### src/design/psir_pkg.sv
// Shared constants and types plus the input synchroniser module
package psir_pkg;
    // ------------------------------------------------------------
    // Sizes
    // ------------------------------------------------------------
    localparam int SLOTS      = 6;
    localparam int PAIRS      = 5;
    localparam int PINS       = 4;
    localparam int LINES      = 8;
    localparam int AD_BITS    = 7;
    localparam int STRAP_BITS = 9;
    localparam int SYNC_BITS  = STRAP_BITS + AD_BITS + LINES + 2 * PAIRS + PINS * SLOTS;

    // ------------------------------------------------------------
    // Board line numbers, A to H
    // ------------------------------------------------------------
    localparam logic [2:0] LINE_A = 3'h0;
    localparam logic [2:0] LINE_B = 3'h1;
    localparam logic [2:0] LINE_C = 3'h2;
    localparam logic [2:0] LINE_D = 3'h3;
    localparam logic [2:0] LINE_E = 3'h4;
    localparam logic [2:0] LINE_F = 3'h5;
    localparam logic [2:0] LINE_G = 3'h6;
    localparam logic [2:0] LINE_H = 3'h7;

    // ------------------------------------------------------------
    // Routing per slot, pin D down to pin A; slot 5 is the riser top slot
    // ------------------------------------------------------------
    localparam logic [3:0][2:0] ROUTE_S0    = {LINE_D, LINE_C, LINE_B, LINE_A};
    localparam logic [3:0][2:0] ROUTE_S1    = {LINE_H, LINE_G, LINE_F, LINE_E};
    localparam logic [3:0][2:0] ROUTE_S2    = {LINE_A, LINE_B, LINE_D, LINE_C};
    localparam logic [3:0][2:0] ROUTE_S3    = {LINE_G, LINE_F, LINE_C, LINE_D};
    localparam logic [3:0][2:0] ROUTE_S4    = {LINE_E, LINE_H, LINE_G, LINE_F};
    localparam logic [3:0][2:0] ROUTE_RISER = {LINE_E, LINE_H, LINE_G, LINE_F};
    localparam logic [5:0][3:0][2:0] SLOT_ROUTE =
        {ROUTE_RISER, ROUTE_S4, ROUTE_S3, ROUTE_S2, ROUTE_S1, ROUTE_S0};

    // ------------------------------------------------------------
    // Select address line per slot
    // ------------------------------------------------------------
    localparam logic [4:0] AD_LOW = 5'h10;
    localparam logic [5:0][4:0] SLOT_IDSEL_AD =
        {5'h16, 5'h14, 5'h13, 5'h12, 5'h11, 5'h10};

    // ------------------------------------------------------------
    // Build straps and timing
    // ------------------------------------------------------------
    localparam logic [1:0] BUILD_SEL_ONE  = 2'h0;
    localparam logic [1:0] BUILD_SEL_TWO  = 2'h1;
    localparam logic [1:0] BUILD_SEL_FIVE = 2'h2;
    localparam logic [1:0] STRAP_SETTLE   = 2'h3;

    typedef enum logic [2:0] {
        BUILD_ONE  = 3'h1,
        BUILD_TWO  = 3'h2,
        BUILD_FIVE = 3'h4
    } psir_build_t;

    // ------------------------------------------------------------
    // Reset values
    // ------------------------------------------------------------
    localparam logic [SYNC_BITS-1:0] SYNC_RST =
        {9'h000, 7'h00, 8'hFF, 5'h1F, 5'h1F, 24'hFFFFFF};
endpackage

// Two-stage synchroniser; the first stage feeds only the second
module psir_sync #(
    parameter int                WIDTH   = 1,
    parameter logic [WIDTH-1:0]  RST_VAL = '0
) (
    // Clock and reset
    input  wire logic             clk,
    input  wire logic             arst_b,
    // Data
    input  wire logic [WIDTH-1:0] d,
    output logic      [WIDTH-1:0] q
);
    typedef struct packed {
        logic [WIDTH-1:0] meta;
        logic [WIDTH-1:0] stable;
    } psir_sync_t;

    psir_sync_t sync_reg;
    psir_sync_t sync_next;

    always_comb begin
        sync_next.meta   = d;
        sync_next.stable = sync_reg.meta;
    end

    always_ff @(posedge clk or negedge arst_b) begin
        if (!arst_b) begin
            sync_reg <= {RST_VAL, RST_VAL};
        end else begin
            sync_reg <= sync_next;
        end
    end

    assign q = sync_reg.stable;
endmodule

### src/design/psir_top.sv
// Slot interrupt, select and request/grant routing for the board builds

// Notes on behaviour
// - Interrupt lines are active-low open-drain levels so many sources can share one line.
// - Interrupt pins are asynchronous and pass two flip-flops before any logic uses them.
// - A board line stays asserted exactly as long as a routed source holds its pin low.
// - A single-function card uses only its first pin; a slot carries at most four pins.
// - Pins B to D of a single-function card are ignored and give no request.
// - Slot 0 uses pair 0, select AD16 and lines A, B, C, D.
// - Slot 1 exists in two- and five-slot builds, uses pair 1, AD17 and lines E to H.
// - Slot 2 of the five-slot build uses pair 2, AD18 and lines C, D, B, A.
// - Slot 3 of the five-slot build uses pair 3, AD19 and lines D, C, F, G.
// - Slot 4 of the five-slot build uses pair 4, AD20 and lines F, G, H, E.
// - With the riser in slot 0 the lower slot passes through and the top slot uses AD22 and F, G, H, E.
module psir_top (
    // Clock and reset
    input  wire logic        mclk,
    input  wire logic        rst_b,
    // Build straps
    input  wire logic [1:0]  build_sel,
    input  wire logic        riser_fitted,
    input  wire logic [5:0]  slot_multi_fn,
    // Slot interrupt pins, D down to A
    input  wire logic [3:0]  slot0_int_n,
    input  wire logic [3:0]  slot1_int_n,
    input  wire logic [3:0]  slot2_int_n,
    input  wire logic [3:0]  slot3_int_n,
    input  wire logic [3:0]  slot4_int_n,
    input  wire logic [3:0]  riser_int_n,
    // Request and grant
    input  wire logic [4:0]  slot_req_n,
    output logic      [4:0]  arb_req_n,
    input  wire logic [4:0]  arb_gnt_n,
    output logic      [4:0]  slot_gnt_n,
    // Select address lines AD22 down to AD16
    input  wire logic [6:0]  cfg_ad_hi,
    output logic      [5:0]  slot_idsel,
    // Board interrupt lines, open drain
    input  wire logic        board_irq_line_a_i,
    output logic             board_irq_line_a_o,
    output logic             board_irq_line_a_oe,
    input  wire logic        board_irq_line_b_i,
    output logic             board_irq_line_b_o,
    output logic             board_irq_line_b_oe,
    input  wire logic        board_irq_line_c_i,
    output logic             board_irq_line_c_o,
    output logic             board_irq_line_c_oe,
    input  wire logic        board_irq_line_d_i,
    output logic             board_irq_line_d_o,
    output logic             board_irq_line_d_oe,
    input  wire logic        board_irq_line_e_i,
    output logic             board_irq_line_e_o,
    output logic             board_irq_line_e_oe,
    input  wire logic        board_irq_line_f_i,
    output logic             board_irq_line_f_o,
    output logic             board_irq_line_f_oe,
    input  wire logic        board_irq_line_g_i,
    output logic             board_irq_line_g_o,
    output logic             board_irq_line_g_oe,
    input  wire logic        board_irq_line_h_i,
    output logic             board_irq_line_h_o,
    output logic             board_irq_line_h_oe,
    // Line levels as seen on the wire
    output logic      [7:0]  board_irq_level_n
);
    // ------------------------------------------------------------
    // State
    // ------------------------------------------------------------
    typedef struct packed {
        psir_pkg::psir_build_t build;
        logic                  riser;
        logic [5:0]            multi_fn;
        logic [1:0]            strap_cnt;
        logic                  strap_done;
        logic [7:0]            line_o;
        logic [7:0]            line_oe;
        logic [7:0]            level_n;
        logic [4:0]            req_n;
        logic [4:0]            gnt_n;
        logic [5:0]            idsel;
    } psir_state_t;

    localparam psir_state_t STATE_RST = '{
        build:      psir_pkg::BUILD_ONE,
        riser:      1'h0,
        multi_fn:   6'h00,
        strap_cnt:  2'h0,
        strap_done: 1'h0,
        line_o:     8'h00,
        line_oe:    8'h00,
        level_n:    8'hFF,
        req_n:      5'h1F,
        gnt_n:      5'h1F,
        idsel:      6'h00
    };

    psir_state_t state_reg;
    psir_state_t state_next;

    logic                                rst_sync_b;
    logic [psir_pkg::SYNC_BITS-1:0]      pins_raw;
    logic [psir_pkg::SYNC_BITS-1:0]      pins_sync;
    logic [psir_pkg::SLOTS-1:0][3:0]     int_n_s;
    logic [4:0]                          req_n_s;
    logic [4:0]                          gnt_n_s;
    logic [7:0]                          line_i_s;
    logic [6:0]                          ad_s;
    logic [1:0]                          build_sel_s;
    logic                                riser_s;
    logic [5:0]                          multi_fn_s;

    // ------------------------------------------------------------
    // Reset release and pin synchronisers
    // ------------------------------------------------------------
    psir_sync #(
        .WIDTH   (1),
        .RST_VAL (1'h0)
    ) u_rst_sync (
        .clk    (mclk),
        .arst_b (rst_b),
        .d      (1'h1),
        .q      (rst_sync_b)
    );

    assign pins_raw = {build_sel, riser_fitted, slot_multi_fn, cfg_ad_hi,
                       board_irq_line_h_i, board_irq_line_g_i, board_irq_line_f_i,
                       board_irq_line_e_i, board_irq_line_d_i, board_irq_line_c_i,
                       board_irq_line_b_i, board_irq_line_a_i,
                       arb_gnt_n, slot_req_n,
                       riser_int_n, slot4_int_n, slot3_int_n,
                       slot2_int_n, slot1_int_n, slot0_int_n};

    psir_sync #(
        .WIDTH   (psir_pkg::SYNC_BITS),
        .RST_VAL (psir_pkg::SYNC_RST)
    ) u_pin_sync (
        .clk    (mclk),
        .arst_b (rst_sync_b),
        .d      (pins_raw),
        .q      (pins_sync)
    );

    assign {build_sel_s, riser_s, multi_fn_s, ad_s, line_i_s,
            gnt_n_s, req_n_s, int_n_s} = pins_sync;

    // ------------------------------------------------------------
    // Decoding
    // ------------------------------------------------------------
    function automatic psir_pkg::psir_build_t decode_build(input logic [1:0] sel);
        psir_pkg::psir_build_t b;
        b = psir_pkg::BUILD_ONE;
        if (sel == psir_pkg::BUILD_SEL_TWO) begin
            b = psir_pkg::BUILD_TWO;
        end else if (sel == psir_pkg::BUILD_SEL_FIVE) begin
            b = psir_pkg::BUILD_FIVE;
        end
        return b;
    endfunction

    // Fitted slots; the riser top slot only with the riser in slot 0
    function automatic logic [5:0] slots_fitted(input psir_pkg::psir_build_t b,
                                                input logic riser);
        logic [5:0] m;
        m = 6'h00;
        unique case (b)
            psir_pkg::BUILD_ONE:  m = 6'h01;
            psir_pkg::BUILD_TWO:  m = 6'h03;
            // slots 0 to 4 in five-slot build
            psir_pkg::BUILD_FIVE: m = 6'h1F;
            default:              m = 6'h01;
        endcase
        m[5] = riser;
        return m;
    endfunction

    // ------------------------------------------------------------
    // Next state
    // ------------------------------------------------------------
    always_comb begin
        logic [5:0] fitted;
        logic [7:0] asrt;
        logic [2:0] line;
        logic [2:0] ad_idx;
        fitted = 6'h00;
        asrt = 8'h00;
        line = 3'h0;
        ad_idx = 3'h0;
        state_next = state_reg;

        // Straps caught once, after the synchroniser has filled
        if (!state_reg.strap_done) begin
            if (state_reg.strap_cnt == psir_pkg::STRAP_SETTLE) begin
                state_next.build      = decode_build(build_sel_s);
                state_next.riser      = riser_s;
                state_next.multi_fn   = multi_fn_s;
                state_next.strap_done = 1'h1;
            end else begin
                state_next.strap_cnt = state_reg.strap_cnt + 2'h1;
            end
        end

        // Nothing routed until the build is known
        fitted = state_reg.strap_done ? slots_fitted(state_reg.build, state_reg.riser) : 6'h00;

        for (int s = 0; s < psir_pkg::SLOTS; s++) begin
            for (int p = 0; p < psir_pkg::PINS; p++) begin
                line = psir_pkg::SLOT_ROUTE[s][p];
                // slot 2 lines C, D, B, A
                // slot 3 lines D, C, F, G
                // slot 4 lines F, G, H, E
                if (fitted[s] && (p == 0 || state_reg.multi_fn[s]) && !int_n_s[s][p]) begin
                    asrt[line] = 1'h1;
                end
            end
            ad_idx = 3'(psir_pkg::SLOT_IDSEL_AD[s] - psir_pkg::AD_LOW);
            state_next.idsel[s] = fitted[s] & ad_s[ad_idx];
        end

        for (int k = 0; k < psir_pkg::PAIRS; k++) begin
            state_next.req_n[k] = fitted[k] ? req_n_s[k] : 1'h1;
            state_next.gnt_n[k] = fitted[k] ? gnt_n_s[k] : 1'h1;
        end

        state_next.line_o = 8'h00;
        // held while any routed pin is low
        state_next.line_oe = asrt;
        state_next.level_n = line_i_s;
    end

    always_ff @(posedge mclk or negedge rst_sync_b) begin
        if (!rst_sync_b) begin
            state_reg <= STATE_RST;
        end else begin
            state_reg <= state_next;
        end
    end

    // ------------------------------------------------------------
    // Outputs
    // ------------------------------------------------------------
    assign arb_req_n           = state_reg.req_n;
    assign slot_gnt_n          = state_reg.gnt_n;
    assign slot_idsel          = state_reg.idsel;
    assign board_irq_level_n   = state_reg.level_n;
    assign board_irq_line_a_o  = state_reg.line_o[0];
    assign board_irq_line_b_o  = state_reg.line_o[1];
    assign board_irq_line_c_o  = state_reg.line_o[2];
    assign board_irq_line_d_o  = state_reg.line_o[3];
    assign board_irq_line_e_o  = state_reg.line_o[4];
    assign board_irq_line_f_o  = state_reg.line_o[5];
    assign board_irq_line_g_o  = state_reg.line_o[6];
    assign board_irq_line_h_o  = state_reg.line_o[7];
    assign board_irq_line_a_oe = state_reg.line_oe[0];
    assign board_irq_line_b_oe = state_reg.line_oe[1];
    assign board_irq_line_c_oe = state_reg.line_oe[2];
    assign board_irq_line_d_oe = state_reg.line_oe[3];
    assign board_irq_line_e_oe = state_reg.line_oe[4];
    assign board_irq_line_f_oe = state_reg.line_oe[5];
    assign board_irq_line_g_oe = state_reg.line_oe[6];
    assign board_irq_line_h_oe = state_reg.line_oe[7];
endmodule

### config.mk
export PLATFORM = sky130hd
export DESIGN_NAME = psir_top
export DESIGN_NICKNAME = d
export VERILOG_FILES = /design/src/design/psir_pkg.sv /design/src/design/psir_top.sv
export SDC_FILE = /design/constraint.sdc
export NUM_CORES = 1
export LEC_CHECK = 0
export BUFFER_PORTS_ARGS = -buffer_cell sky130_fd_sc_hd__clkbuf_2
export CAP_MARGIN = 20
export CORE_MARGIN = 5
export CORE_UTILIZATION = 50
export DETAILED_ROUTE_END_ITERATION = 10
export PLACE_DENSITY = 0.74
export SLEW_MARGIN = 20
export SYNTH_ARGS = -nofsm -noshare
export SYNTH_HDL_FRONTEND = slang
export SYNTH_HIERARCHICAL = 1
export SYNTH_SLANG_ARGS = --single-unit
### constraint.sdc
create_clock -name mclk -period 5.9 [get_ports mclk]
set_input_delay 0.295 -clock mclk [delete_from_list [all_inputs] [get_ports mclk]]
set_output_delay 0.295 -clock mclk [all_outputs]
set_load 0.03 [all_outputs]
# --- Word level (Yosys, flattened, before mapping) ---
# Cells that the tools add are included.
op_classes:
  bitwise_logic: 8
  n_mux: 40
  n_eq_ne: 5
  n_addsub: 1
  reduce_logical: 56
op_table:
  columns: ["operator", "n"]
  rows:
  - ["$mux 1", 36]
  - ["$logic_and 1x1->1", 30]
  - ["$logic_not 1->1", 24]
  - ["$pmux 5 s2", 1]
  - ["$and 1x1->1", 6]
  - ["$mux 3", 2]
  - ["$mux 6", 1]
  - ["$eq 2x2->1 const B", 2]
  - ["$reduce_and 2->1", 2]
  - ["$eq 3x2->1 const B", 1]
  - ["$eq 3x3->1 const B", 1]
  - ["$add 2x1->2 const B", 1]
  - ["$eq 2x1->1 const B", 1]
  - ["$not 1->1", 2]
word_totals:
  out_inout_bits: 40
  reg_bits: 163
  wordCells: 124
  in_bits: 60

# --- Longest topological paths before layout ---
logic_depth:
  word_depth: 9
  depth_mapped: 5

# --- By module ---
# Netlist, hierarchy kept.
by_module_without_submodules:
  columns: ["mod", "seq_area_each_um2", "instances", "area_per_inst_um2", "cells_per_inst"]
  rows:
  - ["psir_sync at u_pin_sync", 3007.9, 1, 3007.9, 116]
  - ["psir_top", 1149.9, 1, 1941.9, 150]
  - ["psir_sync at u_rst_sync", 50.0, 1, 50.0, 2]

# --- Least setup slack after synthesis ---
# Ideal clock, no wire load.
synth_path:
  kind: "reg-to-reg"
  startpoint: "register state_reg[41] (netlist name)"
  endpoint: "register state_reg[47] (netlist name)"
  period_less_slack_ns: 1.286
  arrival_time_ns: 1.161
  n_path_buf: 1
  setup_ns: 0.125
  required_time_ns: 5.775
  slack_ns: 4.614
  path_stages_with_launch: 5
  path_cell_list: "dfrtp_1 -> ha_1 -> nor2b_2 -> buf_4 -> mux2_2"
synth_via:
  elab_chain_cells: 2
synth_lines:
  columns: ["item", "line", "source"]
  rows:
  - ["start, declared", "psir_top.sv:97", "psir_state_t state_reg;"]
  - ["start signal, assigned", "psir_top.sv:234", "state_reg <= state_next;"]
  - ["$eq 2x2->1", "psir_top.sv:192", "if (state_reg.strap_cnt == psir_pkg::STRAP_SETTLE) begin"]
  - ["$reduce_and 2->1 (no line)", null, null]
# No other way between the ends.
# A chain may end at the register's enable or synchronous reset.

==> impl_metrics.ini <==
[critical_path]
path_delay_family = flip-flops
rr_worst_depth = 1
crit_fanout = 91
slowest_stage = dfrtp_4
reg2reg_from = u_rst_sync/q
end_kind = async pin
path_cells = buf_6
max_stage_delay_ns = 0.96
reg2reg_to = u_pin_sync/sync_next[56]
r2r_slack_ns = 4.25
crit_buf_inv = 1
worstSetupPathType = flop to async pin
cp.required_ns = 6.47
critPathArrivalTime_ns = 2.22
crit_path_start_kind = flop

[power_and_ir_drop]
p_sw_frac = 0.2261
finalPower_mw = 2.335
p_sw_uw = 528.0
p_leak_nw = 2.898
p_seq_frac = 0.520
power_density_nw_per_um2 = 360.7
peakVddDrop_uv = 221.7
combPwrFrac = 0.054
pwr-share-clk = 0.427
p_int_mw = 1.807

[clock_network]
cts_sinks = 161
htree_levels = 4
post_cts_buffers = 0
insertion_delay_ns = 0.52
tritoncts = done
cts_made_buffers = 17
clk_path_buf_depth = 2
clkTransAtPathRegs_ns = 0.06
ctsRootBufferMaster = clkbuf_8

[timing]
drv_slew = 0
grt_setup_unrepaired = no
slew_headroom = 0.4547
hold_violations = 0
worst_pin_slew_ns = 0.8180
max_freq_mhz = 604.3
period_minus_slack_ns = 1.655
fin_crit_sh = 0.2805
finClkSkew_ns = 0.006464
setup_viol_count_final = 0
setup-tns-final_ns = 0
fin_ws_ns = 4.245

[floorplan]
coreArea_um2 = 9729
die_height_um = 109.5
dieArea_um2 = 11990
start_util = 0.5087
ios = 100
die_w_um = 109.5
num_rows = 36

[finish]
n_antenna_cell = 0
drive_above_1_share = 0.5752
final_cell_count_no_fill = 552
utilization = 0.6654
fillCellCount = 667
syn_to_final_growth_pct = 30.79
nNetsFinal = 469

[route]
drt_iter0_markers = 93
ant_nets = 0
wl_per_cell_um = 14.38
dr.pass1.iters = 4
vias_per_cell = 4.261
num_vias = 2352
routed_wl_mm = 7.939
route.detailed.drc = 0

[placement]
gp_congestion = 0.7067
hpwl_mm = 4.628
dp_slack_ns = 3.812
io_buffer_count = 90
dp.cells = 462

[yosys]
synth_area_per_cell_um2 = 18.61
syn_area_um2 = 4950
synth_warnings = 6
syn_inst = 266

[global_route]
grt.overflow.total = 0
grt_pass1_wl_mm = 13.04
grt_max_degree = 92
antenna_found_initial = 0
grt_use_total = 0.1502
grt_pass1_vias = 2659

[job]
drv_cap = 0

[run_status]
outcome = finished clean

[hold_path]
hp-class = input port to async pin
-- cell type report --
class / count / area [µm²] / share of cell area
Timing Repair Buffer: 149 / 1042 / 0.1610
Tap cell: 133 / 166.4 / 0.02571
Inverter: 7 / 26.28 / 0.004059
Clock inverter: 12 / 95.09 / 0.01469
Clock buffer: 20 / 456.7 / 0.07055
Sequential cell: 161 / 4161 / 0.6428
Multi-Input combinational cell: 70 / 525.5 / 0.08118
-- power by group through the flow --
stage               Sequential [mW]  Clock [mW]  Combinational, mW
floorplan                      1.24           0             0.0537
global placement               1.23           0             0.0932
detailed placement             1.23           0             0.0960
CTS                            1.21        1.02              0.127
global route                   1.22        1.07              0.137
finish                         1.21       0.996              0.126
-- what timing repair did --
item / CTS / global route
hold buffers: 58 / 0
endpoints found under the hold margin: 59 / 0
gates resized for setup: 0 / 0
-- layout by cell type (no fill, tap or decap), types with 2 or more instances in the layout --
master	instances
clkinvlp_4	2
o22ai_2	2
nand2b_1	6
dfrtp_1	57
inv_6	5
o221ai_1	4
ha_1	3
clkbuf_8	2
o2bb2ai_1	2
mux2_2	9
clkbuf_2	90
inv_1	7
nand3b_1	3
nor2b_1	3
clkbuf_16	17
and2_1	5
conb_1	9
or2b_1	4
xor2_1	2
dlygate4sd3_1	58
nand2_1	4
dfstp_2	103
clkinv_2	2
o21ai_0	6
-- per-stage QoR --
stage	hold WS (ns)	area [µm²]
6_report	0.09235	6474
5_1_grt	0.08330	6474
4_1_cts	0.05509	6470
3_5_place_dp	0.08365	5338
3_3_place_gp	0.08037	5338
2_1_floorplan	-0.0005911	4976
-- per-layer routing --
layer  wire (µm)  up-vias  part of all wire  track usage
li1            -     1090                 -            -
met1        2880     1172              0.36       0.1676
met2        4406       71              0.55       0.2520
met3         424       19             0.053      0.04874
met4         227        0             0.029      0.08816
met5           0        -                 0            0
-- worst max-delay path by stage --
stage                 start                       end  cells past startpoint  slack [ns]
2_1_floorplan  u_rst_sync/q       board_irq_line_a_oe                      0        1.26
6_report       u_rst_sync/q  u_pin_sync/sync_next[56]                      1        4.25
3_5_place_dp   u_rst_sync/q       board_irq_line_d_oe                      1        3.81
4_1_cts        u_rst_sync/q       board_irq_line_b_oe                      1        3.81
3_3_place_gp   u_rst_sync/q       board_irq_line_d_oe                      1        3.89
5_1_grt        u_rst_sync/q       board_irq_line_b_oe                      1        3.91
Note: power is estimated with default switching activity, not from simulation.
